--- src/inc/vga_gsr_pkg.sv ---
// Constants, port decode and types for the legacy general control and status bank
package vga_gsr_pkg;
   // Direct I/O port addresses (memory offsets are identical)
   localparam logic [15:0] ADDR_ST0_MISC = 16'h03c2;
   localparam logic [15:0] ADDR_ST1_MONO = 16'h03ba;
   localparam logic [15:0] ADDR_ST1_COLOR = 16'h03da;
   localparam logic [15:0] ADDR_FEAT_RD = 16'h03ca;
   localparam logic [15:0] ADDR_MISC_RD = 16'h03cc;
   localparam logic [7:0] ADDR_LEGACY_HI = 8'h03;
   // Field positions and masks
   localparam int ST0_IRQ_BIT = 7;
   localparam int ST0_SENSE_BIT = 4;
   localparam int ST1_VRET_BIT = 3;
   localparam int ST1_DE_BIT = 0;
   localparam int MISC_EMUL_BIT = 0;
   localparam logic [7:0] MISC_MASK = 8'hef;
   localparam logic [7:0] FEAT_MASK = 8'h08;
   // Values after reset
   localparam logic [7:0] MISC_RST = 8'h00;
   localparam logic [7:0] FEAT_RST = 8'h00;
   // Synchroniser vector: palette bits, pipe v/vb/hb, vga v/vb/hb
   localparam int SYNC_W = 14;
   localparam logic [SYNC_W-1:0] SYNC_RST = 14'h0000;

   typedef enum logic [2:0] {
      PORT_NONE = 3'b000,
      PORT_ST0_MISC = 3'b001,
      PORT_ST1_FEAT = 3'b010,
      PORT_FEAT_RD = 3'b011,
      PORT_MISC_RD = 3'b100
   } port_e;

   // Direct decode of one byte lane, no index involved
   function automatic port_e decode_port(input logic [15:0] a, input logic color, input logic wr);
      port_e p;
      p = PORT_NONE;
      if (a == ADDR_ST0_MISC) begin
         p = PORT_ST0_MISC;
      end else if (a == (color ? ADDR_ST1_COLOR : ADDR_ST1_MONO)) begin
         p = PORT_ST1_FEAT;
      end else if (!wr && a == ADDR_FEAT_RD) begin
         p = PORT_FEAT_RD;
      end else if (!wr && a == ADDR_MISC_RD) begin
         p = PORT_MISC_RD;
      end
      return p;
   endfunction
endpackage

--- src/inc/status_if.sv ---
// Live retrace, blanking and feedback status between selector and register bank
`timescale 1ns/1ps
interface status_if;
   logic vret;
   logic blank;
   logic [1:0] fbk;
   modport src (output vret, output blank, output fbk);
   modport dst (input vret, input blank, input fbk);
endinterface

--- src/verilog/status_sync.sv ---
// Two-stage synchroniser for the raw timing and palette status vector
`timescale 1ns/1ps
module status_sync
   import vga_gsr_pkg::*;
(
   // Clock and reset
   input wire logic core_clk,
   input wire logic sys_rst,
   // Raw and synchronised status
   input wire logic [SYNC_W-1:0] raw,
   output logic [SYNC_W-1:0] synced
);
   logic [SYNC_W-1:0] meta_q;
   logic [SYNC_W-1:0] sync_q;

   // First stage feeds only the second stage
   always_ff @(posedge core_clk) begin
      if (sys_rst) begin
         meta_q <= SYNC_RST;
         sync_q <= SYNC_RST;
      end else begin
         meta_q <= raw;
         sync_q <= meta_q;
      end
   end

   assign synced = sync_q;
endmodule

--- src/verilog/status_select.sv ---
// Picks the timing source and the palette feedback pair for input status one
`timescale 1ns/1ps
module status_select
   import vga_gsr_pkg::*;
(
   // Synchronised status and selection
   input wire logic [SYNC_W-1:0] synced,
   input wire logic vga_disable,
   input wire logic [1:0] plane_sel,
   // Selected status
   status_if.src st
);
   logic [7:0] pal;

   assign pal = synced[13:6];

   // Pixel-generation timing, or the assigned pipe while VGA is off
   always_comb begin
      if (vga_disable) begin
         st.vret = synced[5];
         st.blank = synced[4] | synced[3];
      end else begin
         st.vret = synced[2];
         st.blank = synced[1] | synced[0];
      end
   end

   // Feedback pair follows the colour plane select
   always_comb begin
      case (plane_sel)
         2'b00: st.fbk = {pal[2], pal[0]};
         2'b01: st.fbk = {pal[5], pal[4]};
         2'b10: st.fbk = {pal[3], pal[1]};
         2'b11: st.fbk = {pal[7], pal[6]};
         default: st.fbk = 2'b00;
      endcase
   end
endmodule

--- src/verilog/vga_general_status_regs.sv ---
// Legacy VGA general control and status register bank on the host I/O path
`timescale 1ns/1ps
module vga_general_status_regs
   import vga_gsr_pkg::*;
(
   // Clock and reset
   input wire logic core_clk,
   input wire logic sys_rst,
   // Host I/O cycle from the bridge
   input wire logic [15:0] io_addr,
   input wire logic io_word,
   input wire logic io_rd,
   input wire logic io_wr,
   input wire logic [15:0] io_wdata,
   output logic io_claim,
   output logic [15:0] io_rdata,
   output logic io_rvalid,
   // Timing from VGA pixel generation
   input wire logic vga_hblank,
   input wire logic vga_vblank,
   input wire logic vga_vsync,
   // Timing from the pipe VGA is assigned to
   input wire logic pipe_hblank,
   input wire logic pipe_vblank,
   input wire logic pipe_vsync,
   // Display configuration
   input wire logic vga_disable,
   input wire logic [7:0] palette_color,
   input wire logic [1:0] plane_sel,
   // Register contents to the rest of the display
   output logic [7:0] misc_output,
   output logic [7:0] feature_control,
   output logic emul_color
);
   logic lane_ok;
   logic [15:0] addr_hi;
   port_e p0;
   port_e p1;
   logic hit0;
   logic hit1;
   logic [7:0] misc_q;
   logic [7:0] feat_q;
   logic [15:0] rdata_q;
   logic rvalid_q;
   logic [SYNC_W-1:0] raw_vec;
   logic [SYNC_W-1:0] synced_vec;

   status_if st_if();

   // Live status crosses into the register clock before use
   assign raw_vec = {palette_color, pipe_vsync, pipe_vblank, pipe_hblank,
                     vga_vsync, vga_vblank, vga_hblank};

   status_sync u_sync (
      .core_clk(core_clk),
      .sys_rst(sys_rst),
      .raw(raw_vec),
      .synced(synced_vec)
   );

   // Source choice by VGA disable; fitted modes just pass pipe timing on
   status_select u_select (
      .synced(synced_vec),
      .vga_disable(vga_disable),
      .plane_sel(plane_sel),
      .st(st_if.src)
   );

   // Lane decode; an odd word address is not ours to answer
   assign lane_ok = !(io_word && io_addr[0]);
   assign addr_hi = io_addr + 16'h0001;

   // Both lanes use the same direct decode, selected by the emulation bit
   always_comb begin
      p0 = decode_port(io_addr, misc_q[MISC_EMUL_BIT], io_wr);
      p1 = PORT_NONE;
      if (io_word) begin
         p1 = decode_port(addr_hi, misc_q[MISC_EMUL_BIT], io_wr);
      end
   end

   assign hit0 = lane_ok && (p0 != PORT_NONE);
   assign hit1 = lane_ok && (p1 != PORT_NONE);

   // Only the legacy ports are ever claimed
   assign io_claim = (io_rd || io_wr) && (hit0 || hit1);

   // Miscellaneous output, written at the shared status port
   always_ff @(posedge core_clk) begin
      if (sys_rst) begin
         misc_q <= MISC_RST;
      end else if (io_wr && hit0 && p0 == PORT_ST0_MISC) begin
         misc_q <= io_wdata[7:0] & MISC_MASK;
      end else if (io_wr && hit1 && p1 == PORT_ST0_MISC) begin
         misc_q <= io_wdata[15:8] & MISC_MASK;
      end
   end

   // Feature control, written at the emulation-selected status one port
   always_ff @(posedge core_clk) begin
      if (sys_rst) begin
         feat_q <= FEAT_RST;
      end else if (io_wr && hit0 && p0 == PORT_ST1_FEAT) begin
         feat_q <= io_wdata[7:0] & FEAT_MASK;
      end else if (io_wr && hit1 && p1 == PORT_ST1_FEAT) begin
         feat_q <= io_wdata[15:8] & FEAT_MASK;
      end
   end

   // Read value of one decoded port
   function automatic logic [7:0] rd_byte(input port_e p);
      logic [7:0] v;
      v = 8'h00;
      case (p)
         PORT_ST0_MISC: begin
            // No interrupt exists, so pending stays clear
            v[ST0_IRQ_BIT] = 1'b0;
            v[ST0_SENSE_BIT] = 1'b1;
         end
         PORT_ST1_FEAT: begin
            v[5:4] = st_if.fbk;
            v[ST1_VRET_BIT] = st_if.vret;
            v[ST1_DE_BIT] = st_if.blank;
         end
         PORT_FEAT_RD: begin
            v = feat_q;
         end
         PORT_MISC_RD: begin
            v = misc_q;
         end
         default: begin
            v = 8'h00;
         end
      endcase
      return v;
   endfunction

   // Read data is captured so the bridge sees a stable word
   always_ff @(posedge core_clk) begin
      if (sys_rst) begin
         rdata_q <= 16'h0000;
      end else if (io_rd && io_claim) begin
         rdata_q <= {rd_byte(p1), rd_byte(p0)};
      end
   end

   // One-cycle answer marker for a claimed read
   always_ff @(posedge core_clk) begin
      if (sys_rst) begin
         rvalid_q <= 1'b0;
      end else begin
         rvalid_q <= io_rd && io_claim;
      end
   end

   // Outputs
   assign io_rdata = rdata_q;
   assign io_rvalid = rvalid_q;
   assign misc_output = misc_q;
   assign feature_control = feat_q;
   assign emul_color = misc_q[MISC_EMUL_BIT];
endmodule

--- config.mk ---
export PLATFORM = sky130hd
export DESIGN_NAME = vga_general_status_regs
export DESIGN_NICKNAME = d
export VERILOG_FILES = /design/src/inc/vga_gsr_pkg.sv /design/src/inc/status_if.sv /design/src/verilog/status_sync.sv /design/src/verilog/status_select.sv /design/src/verilog/vga_general_status_regs.sv
export SDC_FILE = /design/constraint.sdc
export NUM_CORES = 1
export LEC_CHECK = 0
export BUFFER_PORTS_ARGS = -buffer_cell sky130_fd_sc_hd__buf_2
export CAP_MARGIN = 10
export CORE_UTILIZATION = 46
export CTS_CLUSTER_DIAMETER = 100
export DETAILED_ROUTE_END_ITERATION = 6
export PLACE_DENSITY = 0.85
export SYNTH_ARGS = -nofsm -noshare
export SYNTH_HDL_FRONTEND = slang
export SYNTH_SLANG_ARGS = --single-unit
--- constraint.sdc ---
create_clock -name core_clk -period 2.46 [get_ports core_clk]
set_clock_uncertainty 0.15 [all_clocks]
set_input_delay 0.369 -clock core_clk [delete_from_list [all_inputs] [get_ports core_clk]]
set_output_delay 0.369 -clock core_clk [all_outputs]
set_load 0.1 [all_outputs]
== Word-level counts from Yosys, hierarchy flattened ==
Index checks and enable logic that the tools add are counted.
Storage, ports and cells
  register bits: 53
  latch bits: 0
  RAM bits: 0
  bits in read-only memories: 0
  output and inout port bits: 35
  memories: 0
Operators by class
  add/subtract/negate cells: 1
  multiply operators: 0
  divide/modulo/power cells: 0
  order comparisons: 0
  equality and inequality tests: 19
  shifts and indexed selects: 0
  multiplexer cells: 31
  bitwise logic cells: 2
  reduce and logical (&&, ||, !) cells: 24
Operators by type and width (number)
  16-bit by 10-bit equality test with 1-bit output, second input constant: 6
  3-bit two-way mux: 9
  16-bit by 1-bit adder with 16-bit output, second input constant: 1
  16-bit by 10-bit equality test with 1-bit output: 1
  16-bit equality test: 1
  8-bit two-way mux: 2
  1-bit logical AND: 15
  3-bit by 2-bit equality test with 1-bit output, second input constant: 4
  1-bit one-hot mux with 2 select lines: 6
  4-bit two-way mux: 2
  2-bit one-hot mux with 4 select lines: 1
  7-bit two-way mux: 1
  3-bit by 1-bit equality test with 1-bit output, second input constant: 2
  3-bit equality test, second input constant: 2
  1-bit two-way mux: 6
  1-bit one-hot mux with 3 select lines: 2
  3-bit nonzero test: 2
  2-bit equality test, second input constant: 2
  2-bit two-way mux: 2
  2-bit nonzero test: 2
  2-bit by 1-bit equality test with 1-bit output, second input constant: 1
  1-bit zero test: 2
  2-bit zero test: 1
  1-bit logical OR: 2
  1-bit bitwise OR: 2

== Longest topological paths before layout ==
  depth in word-level cells: 14
  depth in mapped cells: 6
  mapped depth without buffers: 5

== Modules after synthesis ==
From an unflattened synthesis, not the netlist that was laid out.
Unflattened totals
  cells, all modules: 210
  area, all modules: 2115.8 um^2
By module, submodules not included
  vga_general_status_regs: instances 1, cells each 146, area an instance 1260.0 um^2
  status_sync: instances 1, cells each 58, area an instance 778.2 um^2
  status_select: instances 1, cells each 6, area an instance 77.6 um^2

== Worst setup path after synthesis ==
No wires, ideal clock.
  path kind: reg-to-output
  start point: reg misc_q[0] (netlist: misc_output[0])
  end point: out io_claim
  arrival: 3.174 ns
  data required time: 1.941 ns
  setup slack: -1.233 ns
  stages on the path, launching flop included: 6
  path buffers: 0
  cells stage by stage: dfxtp_1 and4b_1 nor2_1 nor3_2 nor2_1 a21oi_1
On the way
  longest elaborated chain between the ends: 9
  elaborated cells on any way between the ends: 14
  classes of those cells: 2 x eq/ne; 6 x mux; 6 x reduce/logical
Ends and longest elaborated chain
  start, declared: RTL line vga_general_status_regs.sv:41  | logic [7:0] misc_q;
  start signal, assigned: RTL line vga_general_status_regs.sv:93  | misc_q <= io_wdata[7:0] & MISC_MASK;
  start signal, assigned: RTL line vga_general_status_regs.sv:95  | misc_q <= io_wdata[15:8] & MISC_MASK;
  7-bit two-way mux *: RTL line vga_gsr_pkg.sv:39  | end else if (a == (color ? ADDR_ST1_COLOR : ADDR_ST1_MONO)) begin
  16-bit by 10-bit equality test with 1-bit output: RTL line vga_gsr_pkg.sv:39
  3-bit two-way mux: RTL line vga_gsr_pkg.sv:39
  3-bit two-way mux: RTL line vga_gsr_pkg.sv:37  | if (a == ADDR_ST0_MISC) begin
  3-bit two-way mux: RTL line vga_general_status_regs.sv:77  | if (io_word) begin
  3-bit nonzero test: RTL line vga_general_status_regs.sv:83  | assign hit1 = lane_ok && (p1 != PORT_NONE);
  1-bit logical AND: RTL line vga_general_status_regs.sv:83
  1-bit logical OR *: RTL line vga_general_status_regs.sv:86  | assign io_claim = (io_rd || io_wr) && (hit0 || hit1);
  1-bit logical AND *: RTL line vga_general_status_regs.sv:86
  end, declared: RTL line vga_general_status_regs.sv:15  | output logic io_claim,
Mark *: on every way between the ends. The rest lies on a longest branch, timed or not.

== Worst setup path in the final report ==
Ends and elaborated chain as after synthesis.

==> flow_metrics.tcl <==
set metrics [dict create \
    maxCapViolCount 0 \
    first_global_vias 1253 \
    met2_length_um 1760 \
    netlist_top_cells_count "dfxtp_1 (53), nor2b_1 (30), nor2_1 (16)" \
    tightest_slew_ns 0.521 \
    hp-start "palette_color[3]" \
    critPathMaxStageDelay_ns 0.40 \
    finalMaxSlewViolations 0 \
    status "finished clean" \
    area_growth_pct 25.0 \
    synth-async-reset-ratio 0 \
    fin_nets 314 \
    fin_crit_ns 2.36 \
    holdBufCountCts 0 \
    tns_ns 0 \
    post-route-period-util 0.958 \
    die_w_um 67.6 \
    start_kind "flip-flop" \
    setup_viol 0 \
    cts_buffers 5 \
    cts_tree "built" \
    avgSynthCellArea_um2 10.6 \
    initial_core_util 0.488 \
    fp.dieH_um 67.6 \
    holdPathStages 2 \
    path_class "flip-flop to primary output" \
    grt_pass1_wl_um 5260 \
    grtUsageTotal 0.156 \
    cp_slowest_cell "nor4bb_1" \
    cp.arrival_ns 1.84 \
    placed_cells_incl_taps 303 \
    cts_root_buf "clkbuf_8" \
    wl_per_cell_um 11.5 \
    synth-edff-count 0 \
    synthMuxAreaShare 0.0632 \
    finalHoldViolCount 0 \
    r2r_end "io_rdata[1]" \
    ios 89 \
    avgViaCountPerCell 4.78 \
    netlist_area_mm2 0.00198 \
    crit_fanout 6 \
    clock_latency_ns 0.30 \
    clock.fmax_ghz 0.424 \
    ys_warn_count 0 \
    endpoint_kind "primary output" \
    clock_sinks 53 \
    synth_area_leaders "dfxtp_1 (54%), nor2b_1 (9.5%), mux2i_1 (4.0%), buf_4 (3.4%), nor2_1 (3.0%)" \
    ir_worst_vdd_uv 527 \
    synth_cell_types 35 \
    cts_setup_buffers 0 \
    yosys.area.top_type "dfxtp_1" \
    cp_cell_sequence "nor4bb_1 > nor2_1 > nor3_2 > nor2_1 > a21oi_4 > buf_12" \
    synth_xor_area_frac 0 \
    rsz0062_at_grt "false" \
    coreArea_mm2 0.00406 \
    rows 23 \
    hold_path_class "primary input to flip-flop" \
    ant_nets 0 \
    synth-seq-area-share 0.536 \
    p_leak_nw 1.08 \
    post_cts_resized 0 \
    hold_end "u_sync.meta_q[9]" \
    drt_wl_total_um 3590 \
    place.gp.congestion 0.887 \
    drcViolationCount 0 \
    synth_compound_area_frac 0.0828 \
    htreeDepth 2 \
    highest_layer "met4" \
    vias 1488 \
    yosys.area_share.adder 0 \
    wl_met3_um 307 \
    synth_top_area_frac 0.536 \
    drt_first_pass_iters 4 \
    regArea_mm2 0.00106 \
    power.density_mw_per_mm2 613 \
    multi_input_area_um2 857 \
    synth_top_family_by_area "simple AND/OR/NAND/NOR gates" \
    synthFlopType "dfxtp_1" \
    regToRegStartpoint "misc_output[0]" \
    grt-ovfl-total 0 \
    fin_cells 311 \
    grt_antenna_before_repair 0 \
    port_buffers 70 \
    drtIter0Drc 77 \
    p_total_w 0.00152 \
    drive_gt1_frac 0.356 \
    met1Wirelength_um 1510 \
    clk_pin_slew_worst_paths_ns 0.10 \
    synth-seq-cells 53 \
    yosysMostFrequentCell "dfxtp_1" \
    r2r_cells 6 \
    dieArea_mm2 0.00457 \
    diodes 0 \
    dp_hpwl_um 2720 \
    cp.required_ns 1.94 \
    synthCells 187 \
    crit_top_cell "nor2_1" \
    grt_max_degree 29 \
    num-fill-cells 353 \
    reg2reg_slack_ns 0.49 \
    yosys.area_share.simple 0.266 \
    cts_buffer_depth 2 \
    slew_headroom 0.652 \
]
-- worst max-delay path, delay by kind of cell, from the launching register on --
family / cells / cell delay, ns
AO/OA/AOI/OAI: 1 / 0.14
buffers and inverters: 1 / 0.19
flip-flops: 1 / 0.36
AND/OR/NAND/NOR: 4 / 0.85
-- cell type report --
type	instances	share of cell area
Clock inverter	3	0.00859
Clock buffer	5	0.0278
Inverter	2	0.00303
Tap cell	50	0.0253
Timing Repair Buffer	74	0.160
Sequential cell	53	0.429
Multi-Input combinational cell	124	0.346
-- per-layer routing --
metal / up-vias / global-route usage
met1: 667 / 0.177
met3: 2 / 0.0524
li1: 760 / -
met4: 0 / 0.0479
met2: 59 / 0.272
met5: - / 0
-- stage by stage --
step	hold WS (ns)	util	setup WS [ns]	instance area (µm²)
floorplan	0.264	-	0.0111	2020
finish	0.120	0.610	0.103	2470
detailed placement	0.271	0.588	0.197	2380
CTS	0.112	0.610	0.0981	2470
global route	0.114	0.610	0.00336	2470
global placement	0.267	0.588	0.229	2380
-- state kept, by name (all words and copies together) (netlist names) --
| register | flops |
|---|---|
| u_sync.synced | 14 |
| io_rdata | 16 |
| feature_control | 1 |
| u_sync.meta_q | 14 |
| misc_output | 7 |
| io_rvalid | 1 |
-- logic make-up (layout without fill, tap and decap cells) --
kind of cell           after synthesis  count (layout)
AND/OR/NAND/NOR                     84              84
flip-flops                          53              53
AO/OA/AOI/OAI                       22              22
buffers and inverters               17              84
multiplexers                        10              10
other                                1               8
-- cells in the final DEF, fill, tap and decap left out, drive strengths merged, types with 2 or more instances in the layout --
master and count:
nand3 7, a21oi 11, mux2i 8, nor4bb 2, dfxtp 53, nor4 2
clkbuf 5, mux4 2, and2 9, conb 8, nor2b 30, nor2 16
buf 74, nand4 2, inv 3, nand2 10, o32ai 2, a211oi 2
-- worst max path at each step --
stage,start,end,slack [ns],depth (start not counted)
floorplan,misc_output[0],io_claim,0.01,5
global placement,io_addr[10],io_claim,0.23,7
detailed placement,io_addr[11],io_claim,0.20,7
CTS,misc_output[0],io_claim,0.1,6
global route,misc_output[0],io_claim,0.003,6
finish,misc_output[0],io_claim,0.10,6
-- where the power goes --
part	internal (W)	total (W)	leakage, nW	switching (W)
Sequential	0.000878	0.000882	0.433	0.00000394
Clock	0.000202	0.000488	0.0445	0.000285
Combinational	0.0000482	0.000147	0.600	0.0000985
Total	0.00113	0.00152	1.08	0.000388
Note: power is estimated with default switching activity, not from simulation.
